==> src/hdl/flg_regs.svh <==
`ifndef FLG_REGS_SVH
`define FLG_REGS_SVH

// ==========================================================================
// Widths
// ==========================================================================
// Width of the pin port and of each window register.
`define FLG_PORT_W 16
// Width of the local bus data path.
`define FLG_BUS_W 32
// Width of the default base address.
`define FLG_ADDR_W 32

// ==========================================================================
// Register window byte offsets
// ==========================================================================
`define FLG_OFS_DIR 4'h0
`define FLG_OFS_DATA 4'h2
`define FLG_OFS_ENB 4'h4
`define FLG_OFS_CLR 4'h6
`define FLG_OFS_RSV8 4'h8
`define FLG_OFS_SET 4'hA
`define FLG_OFS_RSVC 4'hC
`define FLG_OFS_TOG 4'hE

// ==========================================================================
// Reset values
// ==========================================================================
`define FLG_RST_DIR 16'h0000
`define FLG_RST_DATA 16'h0000
`define FLG_RST_ENB 16'h0000
`define FLG_RST_RDATA 32'h0000_0000

// ==========================================================================
// Bus access size codes and the default window base
// ==========================================================================
`define FLG_SIZE_BYTE 2'h0
`define FLG_SIZE_WORD 2'h1
`define FLG_SIZE_LONG 2'h2
`define FLG_BASE_DEFAULT 32'h0000_0000

`endif

==> src/hdl/flg_pkg.sv <==
`include "flg_regs.svh"

package flg_pkg;

  // ========================================================================
  // Block state
  // ========================================================================
  // Every flip-flop of the port lives in this one record.
  typedef struct packed {
    logic [`FLG_PORT_W-1:0] dir;
    logic [`FLG_PORT_W-1:0] data;
    logic [`FLG_PORT_W-1:0] en;
    logic [`FLG_BUS_W-1:0] rdata;
    logic ack;
    logic seen;
  } flg_state_t;

endpackage

==> src/hdl/flg_pin_bank.sv <==
`timescale 1ns/10ps

`include "flg_regs.svh"

module flg_pin_bank
  import flg_pkg::*;
(
  input wire logic [`FLG_PORT_W-1:0] dir,
  input wire logic [`FLG_PORT_W-1:0] en,
  input wire logic [`FLG_PORT_W-1:0] data,
  input wire logic [`FLG_PORT_W-1:0] pins_i,
  output logic [`FLG_PORT_W-1:0] pins_o,
  output logic [`FLG_PORT_W-1:0] pins_oe,
  output logic [`FLG_PORT_W-1:0] pins_rd
);

  // ========================================================================
  // Per-pin drive and read selection
  // ========================================================================
  // An enabled output pin is driven from stored data; an enabled input pin
  // reads its level. Disabled pins read back stored data.
  for (genvar i = 0; i < `FLG_PORT_W; i++)
  begin : g_pin
    assign pins_o[i] = data[i];
    assign pins_oe[i] = en[i] & dir[i];
    assign pins_rd[i] = (en[i] & ~dir[i]) ? pins_i[i] : data[i];
  end

endmodule

==> src/hdl/flg_top.sv <==
`timescale 1ns/10ps

`include "flg_regs.svh"

module flg_top
  import flg_pkg::*;
#(
  parameter logic [`FLG_ADDR_W-1:0] BASE_ADDR = `FLG_BASE_DEFAULT
)
(
  input wire logic clock,
  input wire logic rst_n,
  input wire logic bus_req,
  input wire logic bus_wr,
  input wire logic [`FLG_ADDR_W-1:0] bus_addr,
  input wire logic [1:0] bus_size,
  input wire logic [`FLG_BUS_W-1:0] bus_wdata,
  output logic [`FLG_BUS_W-1:0] bus_rdata,
  output logic bus_ack,
  output logic bus_ready,
  input wire logic [`FLG_PORT_W-1:0] fast_port_pins_i,
  output logic [`FLG_PORT_W-1:0] fast_port_pins_o,
  output logic [`FLG_PORT_W-1:0] fast_port_pins_oe
);

  // ========================================================================
  // Declarations
  // ========================================================================
  flg_state_t st_q;
  flg_state_t st_d;
  logic hit;
  logic [3:0] lanes;
  logic [3:0] ofs_hi;
  logic [3:0] ofs_lo;
  logic [`FLG_PORT_W-1:0] pins_rd;
  logic [`FLG_PORT_W-1:0] in_mask;

  // ========================================================================
  // Helper functions
  // ========================================================================
  // Byte lanes of a big-endian longword; bit 3 is bus bits 31:24.
  function automatic logic [3:0] lane_mask(input logic [1:0] a, input logic [1:0] sz);
    logic [3:0] m;
    m = 4'hF;
    if (sz == `FLG_SIZE_BYTE)
    begin
      m = 4'h8 >> a;
    end
    else if (sz == `FLG_SIZE_WORD)
    begin
      m = a[1] ? 4'h3 : 4'hC;
    end
    return m;
  endfunction

  // Applies one halfword of a store to the register at a window offset.
  function automatic flg_state_t apply_write(
    input flg_state_t s,
    input logic [3:0] ofs,
    input logic [1:0] be,
    input logic [`FLG_PORT_W-1:0] wd
  );
    flg_state_t r;
    logic [`FLG_PORT_W-1:0] m;
    r = s;
    m = {{8{be[1]}}, {8{be[0]}}};
    if (ofs == `FLG_OFS_DIR)
    begin
      r.dir = (s.dir & ~m) | (wd & m);
    end
    else if (ofs == `FLG_OFS_DATA)
    begin
      r.data = (s.data & ~m) | (wd & m);
    end
    else if (ofs == `FLG_OFS_ENB)
    begin
      r.en = (s.en & ~m) | (wd & m);
    end
    else if (ofs == `FLG_OFS_CLR)
    begin
      r.data = s.data & (wd | ~m);
    end
    else if (ofs == `FLG_OFS_SET)
    begin
      r.data = s.data | (wd & m);
    end
    else if (ofs == `FLG_OFS_TOG)
    begin
      r.data = s.data ^ (wd & m);
    end
    // Offsets 0x8 and 0xC fall through and leave every register alone.
    return r;
  endfunction

  // Read view of one halfword offset of the window.
  function automatic logic [`FLG_PORT_W-1:0] read_view(
    input logic [3:0] ofs,
    input flg_state_t s,
    input logic [`FLG_PORT_W-1:0] pin_view
  );
    logic [`FLG_PORT_W-1:0] v;
    v = s.dir;
    if (ofs == `FLG_OFS_ENB)
    begin
      v = s.en;
    end
    else if (ofs[1])
    begin
      v = pin_view;
    end
    return v;
  endfunction

  // ========================================================================
  // Address decode
  // ========================================================================
  // Only the upper address bits pick the window; no privilege input exists.
  assign hit = bus_req && (bus_addr[`FLG_ADDR_W-1:4] == BASE_ADDR[`FLG_ADDR_W-1:4]);
  assign lanes = lane_mask(bus_addr[1:0], bus_size);
  assign ofs_hi = {bus_addr[3:2], 2'h0};
  assign ofs_lo = {bus_addr[3:2], 2'h2};
  assign in_mask = st_q.en & ~st_q.dir;

  // ========================================================================
  // Pin drive and sampling
  // ========================================================================
  flg_pin_bank u_pins (
    .dir(st_q.dir),
    .en(st_q.en),
    .data(st_q.data),
    .pins_i(fast_port_pins_i),
    .pins_o(fast_port_pins_o),
    .pins_oe(fast_port_pins_oe),
    .pins_rd(pins_rd)
  );

  // ========================================================================
  // Next state
  // ========================================================================
  // A taken access is answered in the same data-phase edge: stores update
  // the registers and loads capture the pins and registers into rdata.
  always_comb
  begin
    st_d = st_q;
    st_d.seen = 1'b1;
    st_d.ack = hit;
    if (hit && bus_wr)
    begin
      st_d = apply_write(st_d, ofs_hi, lanes[3:2], bus_wdata[31:16]);
      st_d = apply_write(st_d, ofs_lo, lanes[1:0], bus_wdata[15:0]);
    end
    else if (hit)
    begin
      st_d.rdata = {read_view(ofs_hi, st_q, pins_rd), read_view(ofs_lo, st_q, pins_rd)};
    end
  end

  // ========================================================================
  // State register
  // ========================================================================
  // Reset clears the stored data at once, so the pins drop without a clock.
  always_ff @(posedge clock or negedge rst_n)
  begin
    if (!rst_n)
    begin
      st_q.dir <= `FLG_RST_DIR;
      st_q.data <= `FLG_RST_DATA;
      st_q.en <= `FLG_RST_ENB;
      st_q.rdata <= `FLG_RST_RDATA;
      st_q.ack <= 1'b0;
      st_q.seen <= 1'b0;
    end
    else
    begin
      st_q <= st_d;
    end
  end

  // ========================================================================
  // Bus outputs
  // ========================================================================
  // The port never inserts wait states.
  assign bus_ready = 1'b1;
  assign bus_ack = st_q.ack;
  assign bus_rdata = st_q.rdata;

  // ========================================================================
  // Checks
  // ========================================================================
  // Bus timing, address decode, reset, register update and read view properties.
  AST_ACK_NEXT: assert property (
    @(posedge clock) disable iff (!rst_n)
    hit |=> bus_ack ##1 !bus_ack || $past(hit))
    else $error("Access not answered in exactly one cycle.");

  AST_NO_ACK_MISS: assert property (
    @(posedge clock) disable iff (!rst_n)
    (bus_req && bus_addr[`FLG_ADDR_W-1:4] != BASE_ADDR[`FLG_ADDR_W-1:4]) |=> !bus_ack)
    else $error("Access outside the window was answered.");

  AST_RESET_CLEAR: assert property (
    @(posedge clock) disable iff (!rst_n)
    !st_q.seen |-> (st_q.dir == `FLG_RST_DIR && st_q.data == `FLG_RST_DATA &&
                 st_q.en == `FLG_RST_ENB && fast_port_pins_oe == '0))
    else $error("Registers not cleared after reset.");

  AST_DIR_DRIVES_OE: assert property (
    @(posedge clock) disable iff (!rst_n)
    (hit && bus_wr && bus_size == `FLG_SIZE_WORD && bus_addr[3:0] == `FLG_OFS_DIR)
    |=> fast_port_pins_oe == ($past(bus_wdata[31:16]) & st_q.en))
    else $error("Direction store did not steer output enables.");

  AST_DATA_DRIVES_PINS: assert property (
    @(posedge clock) disable iff (!rst_n)
    (hit && bus_wr && bus_size == `FLG_SIZE_WORD && bus_addr[3:0] == `FLG_OFS_DATA)
    |=> fast_port_pins_o == $past(bus_wdata[15:0]))
    else $error("Data store did not reach the pins.");

  AST_CLEAR_ALIAS: assert property (
    @(posedge clock) disable iff (!rst_n)
    (hit && bus_wr && bus_size == `FLG_SIZE_WORD && bus_addr[3:0] == `FLG_OFS_CLR)
    |=> st_q.data == ($past(st_q.data) & $past(bus_wdata[15:0])))
    else $error("Clear alias gave the wrong data.");

  AST_SET_ALIAS: assert property (
    @(posedge clock) disable iff (!rst_n)
    (hit && bus_wr && bus_size == `FLG_SIZE_WORD && bus_addr[3:0] == `FLG_OFS_SET)
    |=> st_q.data == ($past(st_q.data) | $past(bus_wdata[15:0])))
    else $error("Set alias gave the wrong data.");

  AST_TOGGLE_ALIAS: assert property (
    @(posedge clock) disable iff (!rst_n)
    (hit && bus_wr && bus_size == `FLG_SIZE_WORD && bus_addr[3:0] == `FLG_OFS_TOG)
    |=> st_q.data == ($past(st_q.data) ^ $past(bus_wdata[15:0])))
    else $error("Toggle alias gave the wrong data.");

  AST_RESERVED_STORE: assert property (
    @(posedge clock) disable iff (!rst_n)
    (hit && bus_wr && bus_size == `FLG_SIZE_WORD &&
     (bus_addr[3:0] == `FLG_OFS_RSV8 || bus_addr[3:0] == `FLG_OFS_RSVC))
    |=> $stable(st_q.dir) && $stable(st_q.data) && $stable(st_q.en) && bus_ack)
    else $error("Store to an unused field changed a register.");

  AST_READ_PINS: assert property (
    @(posedge clock) disable iff (!rst_n)
    (hit && !bus_wr && bus_size == `FLG_SIZE_WORD && bus_addr[3:0] == `FLG_OFS_DATA)
    |=> bus_rdata[15:0] == (($past(fast_port_pins_i) & $past(in_mask)) |
                            ($past(st_q.data) & ~$past(in_mask))))
    else $error("Data read did not return sampled pins.");

  AST_READ_DIR_ALIAS: assert property (
    @(posedge clock) disable iff (!rst_n)
    (hit && !bus_wr && bus_size == `FLG_SIZE_LONG && bus_addr[3:0] == `FLG_OFS_RSVC)
    |=> bus_rdata == {$past(st_q.dir), $past(pins_rd)})
    else $error("Read view at 0xC is wrong.");

  AST_BYTE_LANE: assert property (
    @(posedge clock) disable iff (!rst_n)
    (hit && bus_wr && bus_size == `FLG_SIZE_BYTE && bus_addr[3:0] == `FLG_OFS_DIR)
    |=> st_q.dir == {$past(bus_wdata[31:24]), $past(st_q.dir[7:0])})
    else $error("Byte store touched the wrong byte.");

  AST_LONG_PAIR: assert property (
    @(posedge clock) disable iff (!rst_n)
    (hit && bus_wr && bus_size == `FLG_SIZE_LONG && bus_addr[3:0] == `FLG_OFS_DIR)
    |=> st_q.dir == $past(bus_wdata[31:16]) && st_q.data == $past(bus_wdata[15:0]))
    else $error("Longword store did not cover both registers.");

  AST_ENABLE_STORE: assert property (
    @(posedge clock) disable iff (!rst_n)
    (hit && bus_wr && bus_size == `FLG_SIZE_WORD && bus_addr[3:0] == `FLG_OFS_ENB)
    |=> st_q.en == $past(bus_wdata[31:16]))
    else $error("Enable store did not land.");

  AST_READ_ENABLE: assert property (
    @(posedge clock) disable iff (!rst_n)
    (hit && !bus_wr && bus_size == `FLG_SIZE_LONG && bus_addr[3:0] == `FLG_OFS_ENB)
    |=> bus_rdata[31:16] == $past(st_q.en))
    else $error("Read view at 0x4 is wrong.");

  AST_LOAD_NO_EFFECT: assert property (
    @(posedge clock) disable iff (!rst_n)
    (hit && !bus_wr) |=> $stable(st_q.dir) && $stable(st_q.data) && $stable(st_q.en))
    else $error("Load changed a register.");

endmodule

==> config.mk <==
export PLATFORM = sky130hd
export DESIGN_NAME = flg_top
export DESIGN_NICKNAME = d
export VERILOG_FILES = /design/src/hdl/flg_pkg.sv /design/src/hdl/flg_pin_bank.sv /design/src/hdl/flg_top.sv
export VERILOG_INCLUDE_DIRS = /design/src /design/src/hdl
export SDC_FILE = /design/constraint.sdc
export NUM_CORES = 1
export LEC_CHECK = 0
export BUFFER_PORTS_ARGS = -buffer_cell sky130_fd_sc_hd__clkbuf_2
export CAP_MARGIN = 0
export CORE_MARGIN = 2
export CORE_UTILIZATION = 40
export CTS_BUF_LIST = sky130_fd_sc_hd__clkbuf_8
export DETAILED_ROUTE_END_ITERATION = 10
export GPL_ROUTABILITY_DRIVEN = 0
export PLACE_DENSITY = 0.66
export SLEW_MARGIN = 20
export SYNTH_ARGS = -nofsm -noshare
export SYNTH_HDL_FRONTEND = slang
export SYNTH_SLANG_ARGS = --single-unit
==> constraint.sdc <==
create_clock -name clock -period 1.57 [get_ports clock]
set_input_delay 0.157 -clock clock [delete_from_list [all_inputs] [get_ports clock]]
set_output_delay 0.157 -clock clock [all_outputs]
set_load 0.02 [all_outputs]
==> results by group <==
Status
  • Outcome: completed

Global route
  • Initial antenna violation count: 0
  • Vias in the first global route: 4,128
  • Gr ovfl total: 0
  • Overall routing resource usage: 0.190
  • First-pass GRT wire length: 19,800 um
  • Largest net degree at the start of global routing: 65

Clocking
  • Clk sink count: 81
  • CTS Root Cell: clkbuf_8
  • Later-pin clock latency in the skew report: 0.35 ns
  • Depth of the CTS H-tree: 3
  • Clock-pin slew on the worst setup and hold paths: 0.08 ns
  • Clock Tree Buf Depth: 2
  • Total CTS buffers: 9
  • CTS tree: done

STA
  • Unrepaired setup endpoints after global routing: true
  • Fin Setup TNS: 0 ns
  • Worst-case headroom to the max-slew limit: 0.544
  • Highest clock rate: 0.638 GHz
  • PnR worst setup slack: 0.00378 ns
  • Final setup fails: 0
  • Worst slew pin tran: 0.680 ns
  • Final Max Tran Viols: 0
  • Worst Skew: 0.00885 ns
  • Minimum clock period: 1.57 ns
  • Crit share post-route: 0.998
  • Final Hold Viols: 0

Critical path
  • CP Data Required Time: 1.80 ns
  • CP dominant cell by count: nor4_4
  • Crit path buf inv count: 3
  • Top Family by Delay on Critical Path: simple AND/OR/NAND/NOR gates
  • Startpoint types: primary input
  • CP max-delay cell: mux2_4
  • Max stage delay on crit path: 0.35 ns
  • WS Path Type: primary input to flip-flop
  • CP Capture Type: flip-flop
  • Arr. time, crit path: 1.80 ns
  • Max FO, Critical Path: 8
  • Crit-path cells: clkbuf_2 -> nor4_4 -> nand2_2 -> nor4_4 -> buf_4 -> buf_12 -> nand3_4 -> mux2_4

Yosys
  • Cells after Synth: 533
  • Post-Syn Nets: 635
  • Synthesized flop and latch total: 81
  • Synth Cell Area: 4980 um2
  • Ys async rst share: 1.00
  • Ys flop type: dfrtp_1
  • Mapped Avg Cell Area: 9.35 um2
  • YS warnings: 0
  • Cell variety after synth: 38
  • Seq/Total Area, Yosys: 0.407
  • EDFF count, synth: 0

Cells and area
  • Storage cell area: 2030 um2
  • Synthesis-to-layout area growth: 27.4%
  • Final instance area: 6350 um2
  • Nets: 773
  • Layout cells sized above 1: 0.441
  • Footprint of the multi-input gates: 2570 um2
  • Diodes inserted: 0
  • Fillers: 1,182

Power
  • Pwr Density: 636 nW/um2
  • Worst VDD drop: 0.284 mV
  • Pleak: 3.16 nW

Routing
  • Starting DRT DRC Count: 272
  • Final wirelength: 13,500 um
  • DRC: 0
  • Drt via density: 5.26
  • DR pass1 iterations: 5
  • Post-DR wirelength/cell: 16.0 um
  • Via count: 4,425
  • Routed Antenna Nets: 0

Floorplan
  • Die width: 116 um
  • Vert. Die Dim: 116 um
  • Initial Util: 0.411
  • Die area: 13,400 um2
  • IO Count: 152
  • Rows: 40
  • Core ar.: 12,100 um2

Placed design
  • Pre-CTS setup slack: -0.452 ns
  • Post-DP HPWL: 9520 um
  • IO buf count: 150
  • Placed cell areas: 5860 um2

Job
  • MaxCap Viol Count: 0

Worst hold path
  • Hold Path Class: primary input to flip-flop
## timing repair
action,4_1_cts,5_1_grt
resized for setup,3,39
setup endpoints to repair,40,53
hold endpoints to repair,30,0
pin swaps,0,10
gates cloned,0,2
setup buffers,0,8
hold buffers,1,0
## metrics by stage
step                      cells  utilization  power [mW]  hold slack (ns)
after floorplan             533            -        2.39           -0.139
after global placement      817        0.484        2.63            0.115
after detailed placement    817        0.484        2.65            0.122
after CTS                   832        0.499        4.02           0.0352
after global routing        842        0.524        4.23           0.0399
final                       842        0.524        4.04           0.0508
## layout by cell type (no fill, tap or decap), types with 2 or more instances in the layout
cell type    n
ha_1        14
a22o_1      16
buf_6        3
clkinv_2     2
a221oi_1    11
a22oi_1      7
dfrtp_1     81
a221oi_2     4
a31o_2       7
a2bb2oi_1    8
a31oi_1     26
nand2_1     19
nor3_1       2
nand3_4      4
a31oi_2      5
mux2i_1      5
inv_2        6
clkbuf_8    11
clkbuf_16    2
a21oi_1     72
mux2_4       8
clkbuf_2   148
mux2_2      24
ha_4         2
nor4_4       6
nand2b_1     2
o31ai_2      2
nor2_1      63
buf_4       49
buf_12       2
and2_1      16
a21oi_2      2
inv_1       28
## report_power, final
part / internal (mW) / total [mW] / switching, mW
Combinational: 0.264 / 0.593 / 0.329
Clock: 0.638 / 1.36 / 0.726
Sequential: 2.08 / 2.08 / 0.0000000807
Total: 2.99 / 4.04 / 1.05
## area by class of cell
type	count	share of cell area
clock buffers	11	0.0238
inverters	34	0.0201
multi-input cells	340	0.405
clock inverters	3	0.00276
well taps	168	0.0331
repair buffers	205	0.196
flip-flops and latches	81	0.319
## synth_stat cells (all sizes together), types with 3 or more instances
cell type  count  area share
and2          16       0.020
a22oi          7       0.011
a22o          16       0.028
clkbuf        24       0.018
nor2          63       0.047
nand2b         3      0.0038
a31oi         32       0.040
mux2i          5       0.010
nand3          4      0.0095
buf           54       0.079
a21oi         75       0.075
inv           34       0.026
mux2          32       0.078
ha            16       0.040
a31o           7       0.012
dfrtp         81        0.41
nand2         20       0.015
a221oi        15       0.026
a2bb2oi        8       0.014
nor4           7       0.017
## path summary, 6_finish.rpt
path | startpoint | to | slack, ns | cells past startpoint
hold reg to reg | bus_rdata[11] | bus_rdata[11] | 0.52 | 2
max in group asynchronous | rst_n | bus_rdata[8] | 0.72 | 3
hold / removal | bus_wdata[27] | flip-flop | 0.05 | 2
setup reg to reg | flip-flop | flip-flop | 0.02 | 7
setup / recovery | bus_addr[7] | flip-flop | 0.004 | 8
min in group asynchronous | rst_n | bus_rdata[27] | 0.28 | 2
## cell families after synthesis
group	synth area share
flops	0.407
compound gates	0.219
buf+inv	0.123
mux	0.0884
other cells	0.000752
simple gates	0.122
fa+ha+maj	0.0402
## layer usage
layer	up-vias	global-route usage	routed length [um]
met5	-	0	0
met2	136	0.295	6510
met4	0	0.0698	246
met1	2121	0.268	6060
li1	2148	-	-
met3	20	0.0293	659
(Power assumes the default switching activity.)
